$ cat config.mk
export PLATFORM = sky130hd
export DESIGN_NAME = spim_top
export DESIGN_NICKNAME = d
export VERILOG_FILES = /design/src/spim_pkg.sv /design/src/spim_shift.sv /design/src/spim_top.sv
export SDC_FILE = /design/constraint.sdc
export NUM_CORES = 1
export LEC_CHECK = 0
export BUFFER_PORTS_ARGS = -buffer_cell sky130_fd_sc_hd__buf_2
export CORE_MARGIN = 5
export CORE_UTILIZATION = 60
export DETAILED_ROUTE_END_ITERATION = 16
export GPL_TIMING_DRIVEN = 0
export PLACE_DENSITY = 0.87
export SYNTH_ARGS = -nofsm -noshare
export SYNTH_HDL_FRONTEND = slang
export SYNTH_HIERARCHICAL = 1
export SYNTH_SLANG_ARGS = --single-unit
$ cat constraint.sdc
create_clock -name aclk -period 4.25 [get_ports aclk]
set_clock_uncertainty 0.2 [all_clocks]
set_input_delay 0.6375 -clock aclk [delete_from_list [all_inputs] [get_ports aclk]]
set_output_delay 0.6375 -clock aclk [all_outputs]
set_load 0.1 [all_outputs]
$ cat src/spim_pkg.sv
// Shared constants and types for the configurable serial master
package spim_pkg;

    // Clock rate and default serial clock rate
    localparam int unsigned CLK_HZ = 250_000_000;
    localparam int unsigned SCK_HZ_DEF = 1_000_000;

    // Half period of the serial clock in system clock cycles
    localparam logic [15:0] DIV_RST = 16'(CLK_HZ / (2 * SCK_HZ_DEF));
    localparam logic [15:0] DIV_MIN = 16'h0004;

    // Register byte offsets
    localparam logic [7:0] A_CTRL = 8'h00;
    localparam logic [7:0] A_DIV = 8'h04;
    localparam logic [7:0] A_FILL = 8'h08;
    localparam logic [7:0] A_CMD = 8'h0C;
    localparam logic [7:0] A_STAT = 8'h10;
    localparam logic [7:0] A_TX = 8'h14;
    localparam logic [7:0] A_RX = 8'h18;

    // Control register fields
    localparam int C_EN = 0;
    localparam int C_CPOL = 1;
    localparam int C_CPHA = 2;
    localparam int C_LSB = 3;
    localparam int C_WLO = 4;
    localparam int C_WHI = 7;
    localparam int WL_W = 4;
    localparam logic [7:0] CTRL_RST = 8'h70;

    // Fill byte after reset
    localparam logic [7:0] FILL_RST = 8'h00;

    // Command register fields
    localparam int M_LO = 0;
    localparam int M_HI = 1;
    localparam int N_LO = 16;
    localparam int N_HI = 31;

    // Status register fields
    localparam int S_BUSY = 0;
    localparam int S_TXF = 1;
    localparam int S_RXV = 2;
    localparam int S_EN = 3;

    // Bus answers
    localparam logic [1:0] RESP_OK = 2'h0;
    localparam logic [1:0] RESP_ERR = 2'h2;

    // Transfer kinds, in command encoding order
    typedef enum logic [1:0] {
        SPIM_RD,
        SPIM_WR,
        SPIM_DX
    } spim_mode_t;

    // Sequencer states
    typedef enum logic [1:0] {
        ST_IDLE,
        ST_LOAD,
        ST_SHIFT
    } spim_state_t;

endpackage : spim_pkg

$ cat src/spim_shift.sv
// Word shifter that makes the serial clock and moves one word each way
module spim_shift #(
    parameter int MAXW = 16
) (
    input wire logic aclk, // System clock
    input wire logic aresetn, // Synchronous reset, active low
    input wire logic run, // Bus enabled
    input wire logic start, // Begin one word
    input wire logic cpol, // Idle clock level
    input wire logic cpha, // Sample on second edge
    input wire logic lsb, // Least significant bit first
    input wire logic [spim_pkg::WL_W-1:0] wlast, // Word width minus one
    input wire logic [15:0] div, // Half period in cycles
    input wire logic [MAXW-1:0] tx_word, // Word to send
    input wire logic miso, // Synchronised master-in line
    output logic sclk_q, // Serial clock
    output logic mosi_q, // Master-out line
    output logic done_q, // Word finished pulse
    output logic [MAXW-1:0] rx_q // Word received
);

    logic active_q;
    logic [15:0] tmr_q;
    logic [spim_pkg::WL_W:0] edge_q;
    logic [spim_pkg::WL_W-1:0] bit_q;
    logic [MAXW-1:0] txw_q;
    logic lead;
    logic last_edge;

    // Bit position of the n-th bit on the wire
    function automatic logic [spim_pkg::WL_W-1:0] pos(
        input logic [spim_pkg::WL_W-1:0] n,
        input logic lsb_first,
        input logic [spim_pkg::WL_W-1:0] wl
    );
        pos = lsb_first ? n : wl - n;
    endfunction : pos

    assign lead = ~edge_q[0];
    assign last_edge = (edge_q == {wlast, 1'b1});

    // Edge generation, sampling and driving
    always_ff @(posedge aclk)
    begin
        if (!aresetn)
        begin
            active_q <= 1'b0;
            tmr_q <= 16'h0000;
            edge_q <= '0;
            bit_q <= '0;
            txw_q <= '0;
            rx_q <= '0;
            sclk_q <= 1'b0;
            mosi_q <= 1'b0;
            done_q <= 1'b0;
        end
        else if (!run)
        begin
            // Turned off: no clock, lines parked
            active_q <= 1'b0;
            sclk_q <= cpol;
            mosi_q <= 1'b0;
            done_q <= 1'b0;
        end
        else
        begin
            done_q <= 1'b0;
            if (!active_q)
            begin
                sclk_q <= cpol;
                if (start)
                begin
                    active_q <= 1'b1;
                    tmr_q <= div - 16'h0001;
                    edge_q <= '0;
                    bit_q <= '0;
                    txw_q <= tx_word;
                    rx_q <= '0;
                    // First bit must be on the line before the first edge
                    if (!cpha)
                    begin
                        mosi_q <= tx_word[pos('0, lsb, wlast)];
                    end
                end
            end
            else if (tmr_q != 16'h0000)
            begin
                tmr_q <= tmr_q - 16'h0001;
            end
            else
            begin
                tmr_q <= div - 16'h0001;
                sclk_q <= ~sclk_q;
                edge_q <= edge_q + 1'b1;
                if (lead ^ cpha)
                begin
                    rx_q[pos(bit_q, lsb, wlast)] <= miso;
                end
                else if (cpha)
                begin
                    mosi_q <= txw_q[pos(bit_q, lsb, wlast)];
                end
                else if (bit_q != wlast)
                begin
                    mosi_q <= txw_q[pos(bit_q + 1'b1, lsb, wlast)];
                end
                if (!lead)
                begin
                    bit_q <= bit_q + 1'b1;
                end
                if (last_edge)
                begin
                    active_q <= 1'b0;
                    done_q <= 1'b1;
                end
            end
        end
    end

endmodule : spim_shift

$ cat src/spim_top.sv
// Configurable serial master with an AXI4-Lite register port
module spim_top #(
    parameter int MAXW = 16
) (
    input wire logic aclk, // System clock, 250 MHz
    input wire logic aresetn, // Synchronous reset, active low
    input wire logic [7:0] s_axi_awaddr, // Write address
    input wire logic s_axi_awvalid, // Write address valid
    output logic s_axi_awready, // Write address ready
    input wire logic [31:0] s_axi_wdata, // Write data
    input wire logic [3:0] s_axi_wstrb, // Write byte enables
    input wire logic s_axi_wvalid, // Write data valid
    output logic s_axi_wready, // Write data ready
    output logic [1:0] s_axi_bresp, // Write answer
    output logic s_axi_bvalid, // Write answer valid
    input wire logic s_axi_bready, // Write answer ready
    input wire logic [7:0] s_axi_araddr, // Read address
    input wire logic s_axi_arvalid, // Read address valid
    output logic s_axi_arready, // Read address ready
    output logic [31:0] s_axi_rdata, // Read data
    output logic [1:0] s_axi_rresp, // Read answer
    output logic s_axi_rvalid, // Read data valid
    input wire logic s_axi_rready, // Read data ready
    output logic sclk, // Serial clock
    output logic mosi, // Master-out data
    input wire logic miso, // Master-in data, asynchronous
    output logic busy // Transfer under way
);

    initial
    begin
        if (MAXW < 8 || MAXW > 16)
        begin
            $error("MAXW must lie between 8 and 16");
        end
    end

    // Settings, kept until software changes them
    logic [7:0] ctrl_q;
    logic [15:0] div_q;
    logic [7:0] fill_q;

    // Data holding and sequencing
    logic [MAXW-1:0] tx_q;
    logic tx_full_q;
    logic [MAXW-1:0] rxd_q;
    logic rx_valid_q;
    spim_pkg::spim_state_t state_q;
    spim_pkg::spim_mode_t mode_q;
    logic [15:0] left_q;
    logic start_q;
    logic [MAXW-1:0] word_q;
    logic busy_q;

    // Bus slave state
    logic aw_hold_q;
    logic w_hold_q;
    logic [7:0] awaddr_q;
    logic [31:0] wdata_q;
    logic [3:0] wstrb_q;
    logic awready_q;
    logic wready_q;
    logic bvalid_q;
    logic [1:0] bresp_q;
    logic arready_q;
    logic rvalid_q;
    logic [31:0] rdata_q;
    logic [1:0] rresp_q;

    // Input synchroniser
    logic miso_s1_q;
    logic miso_s2_q;

    logic wr_fire;
    logic rd_fire;
    logic run;
    logic [spim_pkg::WL_W-1:0] wlast;
    logic cmd_ok;
    logic tx_ok;
    logic cfg_ok;
    logic need_met;
    logic [MAXW-1:0] rx_word;
    logic word_done;
    logic [MAXW-1:0] fill_word;

    assign wr_fire = aw_hold_q & w_hold_q & ~bvalid_q;
    assign rd_fire = s_axi_arvalid & arready_q;
    assign run = ctrl_q[spim_pkg::C_EN];
    assign fill_word = MAXW'(fill_q);

    // Widths beyond the shifter's reach are cut back to the widest it has
    assign wlast = (ctrl_q[spim_pkg::C_WHI:spim_pkg::C_WLO] > spim_pkg::WL_W'(MAXW - 1))
        ? spim_pkg::WL_W'(MAXW - 1) : ctrl_q[spim_pkg::C_WHI:spim_pkg::C_WLO];

    // Which writes the engine will take right now
    assign cmd_ok = run && (state_q == spim_pkg::ST_IDLE) && (wdata_q[spim_pkg::M_HI:spim_pkg::M_LO] != 2'h3);
    assign tx_ok = !tx_full_q;
    assign cfg_ok = (state_q == spim_pkg::ST_IDLE);

    // Word may start once transmit data is there (except for reads) and the last word has been read (except for writes)
    assign need_met = ((mode_q == spim_pkg::SPIM_RD) || tx_full_q)
        && ((mode_q == spim_pkg::SPIM_WR) || !rx_valid_q);

    // Two flops before anything looks at the data-in pin
    always_ff @(posedge aclk)
    begin
        if (!aresetn)
        begin
            miso_s1_q <= 1'b0;
            miso_s2_q <= 1'b0;
        end
        else
        begin
            miso_s1_q <= miso;
            miso_s2_q <= miso_s1_q;
        end
    end

    // Write address and data are caught separately, in either order
    always_ff @(posedge aclk)
    begin
        if (!aresetn)
        begin
            aw_hold_q <= 1'b0;
            w_hold_q <= 1'b0;
            awready_q <= 1'b1;
            wready_q <= 1'b1;
            awaddr_q <= 8'h00;
            wdata_q <= 32'h0000_0000;
            wstrb_q <= 4'h0;
        end
        else
        begin
            if (s_axi_awvalid && awready_q)
            begin
                aw_hold_q <= 1'b1;
                awready_q <= 1'b0;
                awaddr_q <= s_axi_awaddr;
            end
            else if (wr_fire)
            begin
                aw_hold_q <= 1'b0;
                awready_q <= 1'b1;
            end
            if (s_axi_wvalid && wready_q)
            begin
                w_hold_q <= 1'b1;
                wready_q <= 1'b0;
                wdata_q <= s_axi_wdata;
                wstrb_q <= s_axi_wstrb;
            end
            else if (wr_fire)
            begin
                w_hold_q <= 1'b0;
                wready_q <= 1'b1;
            end
        end
    end

    // Write answer: refused DIV, FILL, CMD, TX and unmapped writes get an error; STAT, RX and TX-while-disabled writes are dropped with OK
    always_ff @(posedge aclk)
    begin
        if (!aresetn)
        begin
            bvalid_q <= 1'b0;
            bresp_q <= spim_pkg::RESP_OK;
        end
        else if (wr_fire)
        begin
            bvalid_q <= 1'b1;
            case (awaddr_q)
                spim_pkg::A_CTRL: bresp_q <= spim_pkg::RESP_OK;
                spim_pkg::A_DIV: bresp_q <= cfg_ok ? spim_pkg::RESP_OK : spim_pkg::RESP_ERR;
                spim_pkg::A_FILL: bresp_q <= cfg_ok ? spim_pkg::RESP_OK : spim_pkg::RESP_ERR;
                spim_pkg::A_CMD: bresp_q <= cmd_ok ? spim_pkg::RESP_OK : spim_pkg::RESP_ERR;
                spim_pkg::A_TX: bresp_q <= tx_ok ? spim_pkg::RESP_OK : spim_pkg::RESP_ERR;
                spim_pkg::A_STAT: bresp_q <= spim_pkg::RESP_OK;
                spim_pkg::A_RX: bresp_q <= spim_pkg::RESP_OK;
                default: bresp_q <= spim_pkg::RESP_ERR;
            endcase
        end
        else if (bvalid_q && s_axi_bready)
        begin
            bvalid_q <= 1'b0;
        end
    end

    // Settings survive a disable; only reset restores the defaults
    always_ff @(posedge aclk)
    begin
        if (!aresetn)
        begin
            ctrl_q <= spim_pkg::CTRL_RST;
            div_q <= spim_pkg::DIV_RST;
            fill_q <= spim_pkg::FILL_RST;
        end
        else if (wr_fire && wstrb_q[0])
        begin
            if (awaddr_q == spim_pkg::A_CTRL)
            begin
                // While shifting only the enable may change
                if (cfg_ok)
                begin
                    ctrl_q <= wdata_q[7:0];
                end
                else
                begin
                    ctrl_q[spim_pkg::C_EN] <= wdata_q[spim_pkg::C_EN];
                end
            end
            if (awaddr_q == spim_pkg::A_FILL && cfg_ok)
            begin
                fill_q <= wdata_q[7:0];
            end
            // Below the floor the synchroniser delay would eat the setup time
            if (awaddr_q == spim_pkg::A_DIV && cfg_ok)
            begin
                div_q <= (wdata_q[15:0] < spim_pkg::DIV_MIN)
                    ? spim_pkg::DIV_MIN : wdata_q[15:0];
            end
        end
    end

    // Transmit holding word: bus fills it, the sequencer empties it
    always_ff @(posedge aclk)
    begin
        if (!aresetn)
        begin
            tx_q <= '0;
            tx_full_q <= 1'b0;
        end
        else if (!run)
        begin
            tx_full_q <= 1'b0;
        end
        else if (wr_fire && wstrb_q[0] && awaddr_q == spim_pkg::A_TX && tx_ok)
        begin
            tx_q <= wdata_q[MAXW-1:0];
            tx_full_q <= 1'b1;
        end
        else if (state_q == spim_pkg::ST_LOAD && need_met && mode_q != spim_pkg::SPIM_RD)
        begin
            tx_full_q <= 1'b0;
        end
    end

    // Receive holding word; a new word wins over a read in the same cycle
    always_ff @(posedge aclk)
    begin
        if (!aresetn)
        begin
            rxd_q <= '0;
            rx_valid_q <= 1'b0;
        end
        else if (word_done && mode_q != spim_pkg::SPIM_WR && state_q == spim_pkg::ST_SHIFT)
        begin
            rxd_q <= rx_word;
            rx_valid_q <= 1'b1;
        end
        else if (rd_fire && s_axi_araddr == spim_pkg::A_RX)
        begin
            rx_valid_q <= 1'b0;
        end
    end

    // Sequencer: one word at a time until the count runs out
    always_ff @(posedge aclk)
    begin
        if (!aresetn)
        begin
            state_q <= spim_pkg::ST_IDLE;
            mode_q <= spim_pkg::SPIM_RD;
            left_q <= 16'h0000;
            start_q <= 1'b0;
            word_q <= '0;
            busy_q <= 1'b0;
        end
        else if (!run)
        begin
            state_q <= spim_pkg::ST_IDLE;
            start_q <= 1'b0;
            busy_q <= 1'b0;
        end
        else
        begin
            start_q <= 1'b0;
            case (state_q)
                spim_pkg::ST_IDLE:
                begin
                    // A zero count is taken and does nothing
                    if (wr_fire && wstrb_q[0] && awaddr_q == spim_pkg::A_CMD && cmd_ok
                        && wdata_q[spim_pkg::N_HI:spim_pkg::N_LO] != 16'h0000)
                    begin
                        mode_q <= spim_pkg::spim_mode_t'(wdata_q[spim_pkg::M_HI:spim_pkg::M_LO]);
                        left_q <= wdata_q[spim_pkg::N_HI:spim_pkg::N_LO];
                        state_q <= spim_pkg::ST_LOAD;
                        busy_q <= 1'b1;
                    end
                end
                spim_pkg::ST_LOAD:
                begin
                    if (need_met)
                    begin
                        word_q <= (mode_q == spim_pkg::SPIM_RD) ? fill_word : tx_q;
                        start_q <= 1'b1;
                        state_q <= spim_pkg::ST_SHIFT;
                    end
                end
                spim_pkg::ST_SHIFT:
                begin
                    if (word_done)
                    begin
                        left_q <= left_q - 16'h0001;
                        if (left_q == 16'h0001)
                        begin
                            state_q <= spim_pkg::ST_IDLE;
                            busy_q <= 1'b0;
                        end
                        else
                        begin
                            state_q <= spim_pkg::ST_LOAD;
                        end
                    end
                end
                default:
                begin
                    state_q <= spim_pkg::ST_IDLE;
                end
            endcase
        end
    end

    // Read channel: answer one cycle after the address is taken
    always_ff @(posedge aclk)
    begin
        if (!aresetn)
        begin
            arready_q <= 1'b1;
            rvalid_q <= 1'b0;
            rdata_q <= 32'h0000_0000;
            rresp_q <= spim_pkg::RESP_OK;
        end
        else if (rd_fire)
        begin
            arready_q <= 1'b0;
            rvalid_q <= 1'b1;
            rresp_q <= spim_pkg::RESP_OK;
            case (s_axi_araddr)
                spim_pkg::A_CTRL: rdata_q <= {24'h000000, ctrl_q};
                spim_pkg::A_DIV: rdata_q <= {16'h0000, div_q};
                spim_pkg::A_FILL: rdata_q <= {24'h000000, fill_q};
                spim_pkg::A_CMD: rdata_q <= {left_q, 14'h0000, mode_q};
                spim_pkg::A_STAT: rdata_q <= {28'h0000000, run, rx_valid_q, tx_full_q, busy_q};
                spim_pkg::A_TX: rdata_q <= 32'(tx_q);
                spim_pkg::A_RX: rdata_q <= 32'(rxd_q);
                default:
                begin
                    rdata_q <= 32'h0000_0000;
                    rresp_q <= spim_pkg::RESP_ERR;
                end
            endcase
        end
        else if (rvalid_q && s_axi_rready)
        begin
            rvalid_q <= 1'b0;
            arready_q <= 1'b1;
        end
    end

    // Serial engine; no select line is made here, that is left to pins
    spim_shift #(
        .MAXW(MAXW)
    ) u_shift (
        .aclk(aclk),
        .aresetn(aresetn),
        .run(run),
        .start(start_q),
        .cpol(ctrl_q[spim_pkg::C_CPOL]),
        .cpha(ctrl_q[spim_pkg::C_CPHA]),
        .lsb(ctrl_q[spim_pkg::C_LSB]),
        .wlast(wlast),
        .div(div_q),
        .tx_word(word_q),
        .miso(miso_s2_q),
        .sclk_q(sclk),
        .mosi_q(mosi),
        .done_q(word_done),
        .rx_q(rx_word)
    );

    assign s_axi_awready = awready_q;
    assign s_axi_wready = wready_q;
    assign s_axi_bvalid = bvalid_q;
    assign s_axi_bresp = bresp_q;
    assign s_axi_arready = arready_q;
    assign s_axi_rvalid = rvalid_q;
    assign s_axi_rdata = rdata_q;
    assign s_axi_rresp = rresp_q;
    assign busy = busy_q;

endmodule : spim_top

# Word level (Yosys, flattened, before mapping)
# Index checks and enable logic that the tools add are counted.
[word_totals]
reg_bits = 251
latch_bits = 0
mem_bits_rw = 0
rom_bits = 0
input_bits = 60
wordCells = 233
n_memories = 0
[classes]
addsub = 7
mul = 0
div = 0
magnitude_cmp = 6
n_eq_ne = 31
shift = 0
muxes = 79
n_bitwise = 10
n_reduce_logical = 62
[ops]
columns = ["op", "count"]
rows = [
  ["$pmux 32 s7", 1],
  ["$mux 16", 11],
  ["$eq 8x5->1 const B", 6],
  ["$sub 16x1->16 const B", 3],
  ["$mux 1", 40],
  ["$eq 8x4->1 const B", 4],
  ["$mux 4", 8],
  ["$pmux 16 s2", 1],
  ["$reduce_bool 16->1", 2],
  ["$logic_and 1x1->1", 21],
  ["$reduce_and 3->1", 7],
  ["$reduce_bool 2->1", 9],
  ["$bwmux 16", 1],
  ["$eq 16x1->1 const B", 1],
  ["$eq 8x3->1 const B", 2],
  ["$logic_not 8->1", 2],
  ["$lt 16x3->1 const B", 1],
  ["$reduce_and 4->1", 4],
  ["$lt 4x5->1 const B", 3],
  ["$mux 5", 3],
  ["$mux 2", 7],
  ["$bmux 1 s4", 3],
  ["$ne 2x2->1 const B", 6],
  ["$reduce_and 2->1", 6],
  ["26 further kinds", 43],
]

# Depth between registers and ports, before layout
# Gate-level depths: netlist of run 1.
[depth]
ltp_word = 12
ltp_mapped = 12
mapped_depth_nobuf = 11

# Hierarchy
# The synthesis of run 1 kept the hierarchy.
[by_module_without_submodules]
columns = ["mod", "n_inst", "cells_per_inst", "area_each_um2"]
rows = [
  ["spim_top", 1, 903, 7790.0],
  ["spim_shift", 1, 514, 3983.8],
]

# Worst setup path after synthesis of run 1
# No wires, ideal clock.
[synth_path]
path_kind = "register -> register"
from = "reg ctrl_q[4]"
to = "reg u_shift.mosi_q"
setup_time_ns = 0.123
arrival_time_ns = 3.053
t_required_ns = 3.927
setup_slack_ns = 0.874
path_stages_with_launch = 12
path_buffers = 1
period_less_slack_ns = 3.376
cell_sequence = "dfxtp_1 clkbuf_1 inv_1 ha_1 fa_1 xor2_1 mux2i_1 mux4_2 mux2i_1 nor3_1 a31oi_1 o21ai_0"
[synth_via]
elab_chain_cells = 11
elab_cells_between_ends = 23
cone_classes = "add/sub (2); order compare (1); eq/ne (2); mux (17); reduce/logical (1)"
[synth_rtl]
columns = ["element", "line_no", "rtl"]
rows = [
  ["start: declaration", "spim_top.sv:39", "logic [7:0] ctrl_q;"],
  ["start signal: assignment", "spim_top.sv:193", "ctrl_q <= spim_pkg::CTRL_RST;"],
  ["start signal: assignment", "spim_top.sv:204", "ctrl_q <= wdata_q[7:0];"],
  ["start signal: indexed assignment", "spim_top.sv:208", "ctrl_q[spim_pkg::C_EN] <= wdata_q[spim_pkg::C_EN];"],
  ["$gt 4x4->1", "spim_top.sv:92", "assign wlast = (ctrl_q[spim_pkg::C_WHI:spim_pkg::C_WLO] > spim_pkg::WL_W'(MAXW - 1))"],
  ["$mux 4 (*)", "spim_top.sv:93", "? spim_pkg::WL_W'(MAXW - 1) : ctrl_q[spim_pkg::C_WHI:spim_pkg::C_WLO];"],
  ["$sub 4x4->4", "spim_shift.sv:36", "pos = lsb_first ? n : wl - n;"],
  ["$mux 4", "spim_shift.sv:36", ""],
  ["$bmux 1 s4", "spim_shift.sv:105", "mosi_q <= txw_q[pos(bit_q + 1'b1, lsb, wlast)];"],
  ["$mux 1 (not written as such)", "spim_shift.sv:105", ""],
  ["$mux 1", "spim_shift.sv:103", "else if (bit_q != wlast)"],
  ["$mux 1", "spim_shift.sv:99", "else if (cpha)"],
  ["$mux 1", "spim_shift.sv:95", "if (lead ^ cpha)"],
  ["$mux 1", "spim_shift.sv:86", "else if (tmr_q != 16'h0000)"],
  ["$mux 1", "spim_shift.sv:68", "if (!active_q)"],
  ["end signal: assignment", "spim_shift.sv:82", "mosi_q <= tx_word[pos('0, lsb, wlast)];"],
  ["end signal: assignment", "spim_shift.sv:101", "mosi_q <= txw_q[pos(bit_q, lsb, wlast)];"],
  ["end signal: assignment", "spim_shift.sv:105", ""],
  ["end: declaration", "spim_shift.sv:17", "output logic mosi_q,"],
]
# Every way passes the cells marked *; elsewhere a longest branch is shown, timed or not. The select of a mux whose other input is x is not followed.
# A chain may end at the register's enable or synchronous reset.

# Final worst setup path of run 1
# Ends and elaborated chain as after synthesis.

==> impl_results.md, run 1 <==
- Syn Std Cell Area: 0.0118 mm²
- Worst-path fanout max: 10
- Initial antenna violation count: 0
- Seq cells post-synth: 249
- Ports: 104
- Logic pwr share: 5.3%
- Top cells by area, synth: dfxtp_1, nand2_1, mux2i_1
- Average wire per standard cell: 19.8 µm
- Number of CTS-inserted buffers: 27
- Clock Sinks: 249
- Finished Cell Area: 0.0135 mm²
- Synth Area in XOR/XNOR: 2.53%
- Ant. Diodes: 0
- Peak supply drop: 0.000293 V
- Biggest cell delay along the critical path: 0.51 ns
- Number of flops mapped to enable cells by yosys: 0
- RSZ-0062 raised after global routing: no
- Filler cell count: 1,555
- Ys Warns: 6
- Async set-reset flop share out of synthesis: 0%
- Mux share of post-synthesis cell area: 7.66%
- Status: completed
- Worst min-delay path class: in -> reg
- Initial DRC count: 1,349
- Largest net degree at the start of global routing: 14
- Critical path depth in cells: 12
- Leading area contributor after synthesis: dfxtp_1
- DPL Wire Length: 26,800 µm
- Die area: 0.0225 mm²
- Worst-case reg-to-reg path depth: 12
- Worst Tran Pin Value: 1.10 ns
- Critical Path AT: 3.97 ns
- Number of setup violations in the final report: 0
- Placed cell area: 0.0126 mm²
- Cells after synthesis: 1,417
- Syn Area/Cell: 8.31 µm²
- DRC: 0
- Area fraction of the dominant cell type after synthesis: 42.3%
- Die width: 150 µm
- Worst Hold Margin: 0.124 ns
- Reg-to-reg setup timing slack: 0.49 ns
- Power per cell area: 377 mW/mm²
- GRT Overall Usage: 31.7%
- Final Hold Fails: 0
- Ys flop type: dfxtp_1
- Initial Util: 60.7%
- Critical Path RT: 4.46 ns
- Post-Synth Simple-Gate Area: 23.4%
- Final antenna-violating net count: 0
- Critical R2R Capture: u_shift/mosi_q
- DR pass1 iterations: 9
- Vias: 11.3k
- Sw power: 1170 µW
- Most frequent CP cell: inv_1
- Die H: 150 µm
- Sequential share of power: 47.1%
- CTS tree: yes
- Setup Buffers After CTS: 0
- Depth of the CTS H-tree: 1
- Routed WL: 36,300 µm
- Root Buffer: clkbuf_16
- FP Rows: 51
- CP cell instances: clkbuf_2 > inv_1 > ha_1 > inv_1 > fa_1 > mux2i_2 > clkbuf_1 > mux4_2 > nand2_1 > nand3_1 > a31oi_1 > o21ai_0
- Layout area overhead: 14.9%
- Period Utilization, post-route: 88.5%
- Clock slew at reported path FFs: 0.06 ns
- Main combinational cell family by area after synthesis: simple AND/OR/NAND/NOR gates
- Pins Over Slew Limit: 0
- Sequential cell area fraction in the yosys report: 42.3%
- Fin crit period: 3.76 ns
- Nets: 1,618
- Number of global-route vias before repair: 10.4k
- Layout cell share with drive strength beyond 1: 12.4%
- Slowest cell on the critical path: mux2i_2
- Crit path launch: ctrl_q[4]
- Max-Cap Viols: 0
- Worst Setup EP: u_shift/mosi_q
- Sw Share: 23.0%
- Total Negative Setup Slacks: 0 ns
- Static Leak: 0.00508 µW
- Power Internal: 3930 µW
- Core footprint: 0.0194 mm²
- Peak Freq: 0.266 GHz
- Crit Path Class: reg -> reg
- Worst path buffer plus inverter count: 4
- Yosys cell types: 82
- Grt ovf: 0
- Cell family with most CP delay: buffers and inverters
- Vias/cell: 6.21
- Compound-Gate Fraction of Synth Area: 18.2%
- Clk_lat worst skew: 0.53 ns
- Adder-cell area share of the yosys netlist: 1.62%
- Clock power share: 47.6%
- First-pass GRT wire length: 56,600 µm
- CP Capture Type: flip-flop
- Max Root-Sink Buffers: 3
- Port bufs: 97
- Gp weighted congestion: 0.956
- Startpoint Class: flip-flop
- Worst slew margin: 25.4%
- Worst flop-to-flop path startpoint: ctrl_q[4]
## area by class of cell
| cell class | instances | area (µm²) | area share, % |
|---|---|---|---|
| multi-input combinational | 1051 | 6310 | 46.7 |
| sequential | 249 | 4980 | 36.9 |
| clock buffer | 42 | 812 | 6.00 |
| timing repair buffer | 97 | 485 | 3.59 |
| buffer | 91 | 389 | 2.88 |
| tap | 265 | 332 | 2.45 |
| clock inverter | 6 | 111 | 0.823 |
| inverter | 27 | 101 | 0.749 |
## worst min-delay path by stage
stage	start	to	slack, ns	cells after the start
3_5_place_dp	s_axi_rdata[10]	s_axi_rdata[10]	0.24	1
4_1_cts	miso	miso_s1_q	0.12	2
2_1_floorplan	miso_s1_q	miso_s2_q	0.21	1
6_report	miso	miso_s1_q	0.12	2
5_1_grt	miso	miso_s1_q	0.13	2
3_3_place_gp	s_axi_rdata[15]	s_axi_rdata[15]	0.23	1
## power by group through the flow
| stage | logic [µW] | registers, µW | clock network [µW] |
|---|---|---|---|
| 3_3_place_gp | 260 | 2450 | 0 |
| 2_1_floorplan | 144 | 2480 | 0 |
| 5_1_grt | 289 | 2410 | 2550 |
| 3_5_place_dp | 264 | 2450 | 0 |
| 4_1_cts | 265 | 2400 | 2440 |
| 6_report | 268 | 2410 | 2430 |
## cells in the final DEF (no fill, tap or decap), types with 7 or more instances in the layout
master / n
nand2_1: 258
dfxtp_1: 249
nor2_1: 134
a21oi_1: 126
buf_2: 106
clkbuf_1: 76
mux2i_1: 69
o21ai_0: 51
nand3_1: 44
a22oi_1: 34
nor3_1: 27
clkbuf_16: 27
inv_1: 26
xor2_1: 20
nor4_1: 17
o22ai_1: 15
xnor2_1: 14
a31oi_1: 12
nand2b_1: 12
o211ai_1: 12
ha_1: 12
nor2b_1: 11
a211oi_1: 11
nand4_1: 11
or3_1: 11
a21o_1: 10
a311oi_1: 10
and3_1: 8
nor3b_1: 8
clkbuf_8: 8
and2_1: 7
or4_1: 7
mux4_2: 7
## metal layers
metal / wire [µm] / global-route usage, %
met1: 14900 / 43.9
met2: 16500 / 50.7
met3: 3630 / 5.48
met4: 1310 / 9.79
met5: 0 / 0
## cell usage after synthesis (12+ instances only)
master and n:
xnor2_1 14, nor3_1 27, a22oi_1 34, a31oi_1 12
xor2_1 20, o211ai_1 12, nand3_1 44, o21ai_0 51
nand2_1 258, mux2i_1 71, nand2b_1 12, nor2_1 134
o22ai_1 15, inv_1 26, dfxtp_1 249, nor4_1 17
a21oi_1 126, ha_1 12, clkbuf_1 70
## through the flow
step	utilization (%)	instances	total power, µW	setup slack (ns)
after detailed placement	64.9	1780	2720	0.152
after CTS	69.7	1828	5100	0.124
after floorplan	-	1418	2620	0.874
final	69.7	1828	5100	0.488
after global placement	64.9	1780	2710	0.223
after global routing	69.7	1828	5250	0.180
## state kept, by name, indices dropped and copies added, names as in the netlist, 2 cells and up
register	count
state_q	2
u_shift/edge_q	5
mode_q	2
s_axi_rdata	32
left_q	16
tx_q	16
div_q	16
word_q	16
wdata_q	32
rxd_q	16
u_shift/bit_q	4
ctrl_q	8
u_shift/tmr_q	16
awaddr_q	8
fill_q	8
u_shift/txw_q	16
u_shift/rx_q	16
## cells by family after synthesis
group / after synthesis
adders and majority gates: 14
other: 1
and+or+nand+nor: 585
xor gates and xnor gates: 34
muxes: 81
buffers and inverters: 118
DFF: 249
AOI/OAI and AO/OA: 335
## what timing repair did
| item | CTS | global route |
|---|---|---|
| setup endpoints to repair | 0 | 2 |
| gates resized for setup | 0 | 4 |
| hold buffers | 0 | 0 |
(Power assumes the default switching activity.)
==> inputs of run 2 (changes only) <==
CORE_ASPECT_RATIO = 1.75   (was default)
MAX_ROUTING_LAYER = met4   (was default)
==> impl_results.md, run 2 (synthesis gave the netlist of run 1 again) <==
- Depth of the CTS H-tree: 1 (unchanged)
- Commonest non-fill, non-tap cell in the layout: nand2_1
- DP Worst Slack: 0.337 ns (+0.185 ns)
- Largest net degree at the start of global routing: 17 (+3)
- Power per cell area: 364 mW/mm² (-3.5%)
- Routed WL: 38,700 µm (+6.7%)
- Critical Path RT: 4.44 ns (-0.02 ns)
- Setup Buffers After CTS: 0 (unchanged)
- Total Negative Setup Slacks: 0 ns (unchanged)
- Max Root-Sink Buffers: 3 (unchanged)
- Vias: 11.5k (+0.99%)
- Clock Sinks: 249 (unchanged)
- Peak Freq: 0.252 GHz (-5.2%)
- Average wire per standard cell: 21.6 µm (+8.6%)
- Vias/cell: 6.38 (+2.8%)
- Filler cell count: 1,584 (+1.9%)
- Cell family with most CP delay: buffers and inverters
- Core footprint: 0.0193 mm² (-0.61%)
- Initial antenna violation count: 0 (unchanged)
- Worst min-delay path class: in -> reg
- Final setup margin: 0.281 ns (-0.207 ns)
- Number of global-route vias before repair: 11.6k (+11%)
- Hold Buf Count CTS: 0 (unchanged)
- CP Capture Type: flip-flop
- RSZ-0062 raised after global routing: no
- Initial Util: 61.1% (+0.37 points)
- Final Hold Fails: 0 (unchanged)
- Die H: 195 µm (+30%)
- Status: completed
- Layout area overhead: 13.4%
- Gp weighted congestion: 1.02 (+7.2%)
- Clock slew at reported path FFs: 0.07 ns (about the same)
- Ant. Diodes: 0 (unchanged)
- Die width: 116 µm (-23%)
- Worst path buffer plus inverter count: 4 (unchanged)
- Fin crit period: 3.97 ns (+0.207 ns)
- Grt ovf: 0 (unchanged)
- First-pass GRT wire length: 60,600 µm (+7.0%)
- CTS tree: yes
- Most frequent cells in the layout: nand2_1, dfxtp_1, nor2_1
- DRC: 0 (unchanged)
- DR pass1 iterations: 6 (-3)
- Die area: 0.0226 mm² (+0.49%)
- Critical Path AT: 4.16 ns (+0.19 ns)
- Nets: 1,614 (-0.25%)
- Reg-to-reg setup timing slack: 0.28 ns (-0.21 ns)
- Biggest cell delay along the critical path: 0.62 ns (+0.11 ns)
- Crit Path Class: reg -> reg
- Peak supply drop: 0.000362 V (+23%)
- Startpoint Class: flip-flop
- Pins Over Slew Limit: 0 (unchanged)
- Worst slew margin: 28.4% (+2.9 points)
- Period Utilization, post-route: 93.4% (+4.9 points)
- Number of setup violations in the final report: 0 (unchanged)
- Root Buffer: clkbuf_16
- Max-Cap Viols: 0 (unchanged)
- DPL Wire Length: 29,100 µm (+8.7%)
- GRT Overall Usage: 34.9% (+3.2 points)
- Worst Tran Pin Value: 1.06 ns (-0.0431 ns)
- Static Leak: 0.00500 µW (-1.5%)
- Slowest cell on the critical path: mux2i_1
- Cts repair resizes: 0 (unchanged)
- Worst-path fanout max: 10 (unchanged)
- Number of CTS-inserted buffers: 23 (-15%)
- FP Rows: 67 (+31%)
- Layout cell share with drive strength beyond 1: 12.0% (-0.45 points)
- Initial DRC count: 1,095 (-19%)
- Port bufs: 97 (unchanged)
- Final antenna-violating net count: 0 (unchanged)
- Ports: 104 (unchanged)
- CP cell instances: clkbuf_1 > inv_1 > ha_1 > inv_1 > fa_1 > mux2i_1 > clkbuf_1 > mux4_2 > nand2_1 > nand3_1 > a31oi_1 > o21ai_0
- Clk_lat worst skew: 0.52 ns (about the same)
[run 2: power breakdown]
part	leakage [µW]	switching (µW)	total, µW	internal [µW]
Clock	0.000386	905	2190	1280
Combinational	0.00261	192	270	78.0
Sequential	0.00201	41.1	2410	2360
[run 2: final timing paths]
path / from / to / depth (start not counted)
worst max-delay path: ctrl_q[4] / u_shift/mosi_q / 12
worst min register to register: s_axi_rdata[11] / s_axi_rdata[11] / 1
worst min-delay path: miso / miso_s1_q / 2
worst max register to register: ctrl_q[4] / u_shift/mosi_q / 12
[run 2: layout make-up]
| class | count | area [µm²] | share of cell area (%) |
|---|---|---|---|
| sequential | 249 | 4980 | 37.3 |
| clock inverter | 11 | 171 | 1.28 |
| multi-input combinational | 1051 | 6300 | 47.2 |
| tap | 241 | 302 | 2.26 |
| inverter | 27 | 101 | 0.759 |
| clock buffer | 29 | 618 | 4.63 |
| timing repair buffer | 97 | 485 | 3.64 |
| buffer | 91 | 388 | 2.90 |
[run 2: layer usage]
| metal | vias up | share of wire [%] | global-route usage (%) |
|---|---|---|---|
| met5 | - | 0 | - |
| met4 | 0 | 9.9 | 27.6 |
| met3 | 244 | 6.1 | 4.80 |
| met2 | 595 | 52 | 61.3 |
| met1 | 5329 | 32 | 33.0 |
| li1 | 5292 | - | - |
[run 2: through the flow]
step	area (µm²)	instances	utilization, %	hold WS, ns	total power (µW)
global placement	12600	1756	65.2	0.230	2720
floorplan	11800	1418	-	0.212	2620
finish	13400	1796	69.3	0.142	4860
detailed placement	12600	1756	65.2	0.234	2720
CTS	13400	1796	69.3	0.139	4860
global route	13400	1796	69.3	0.147	4990
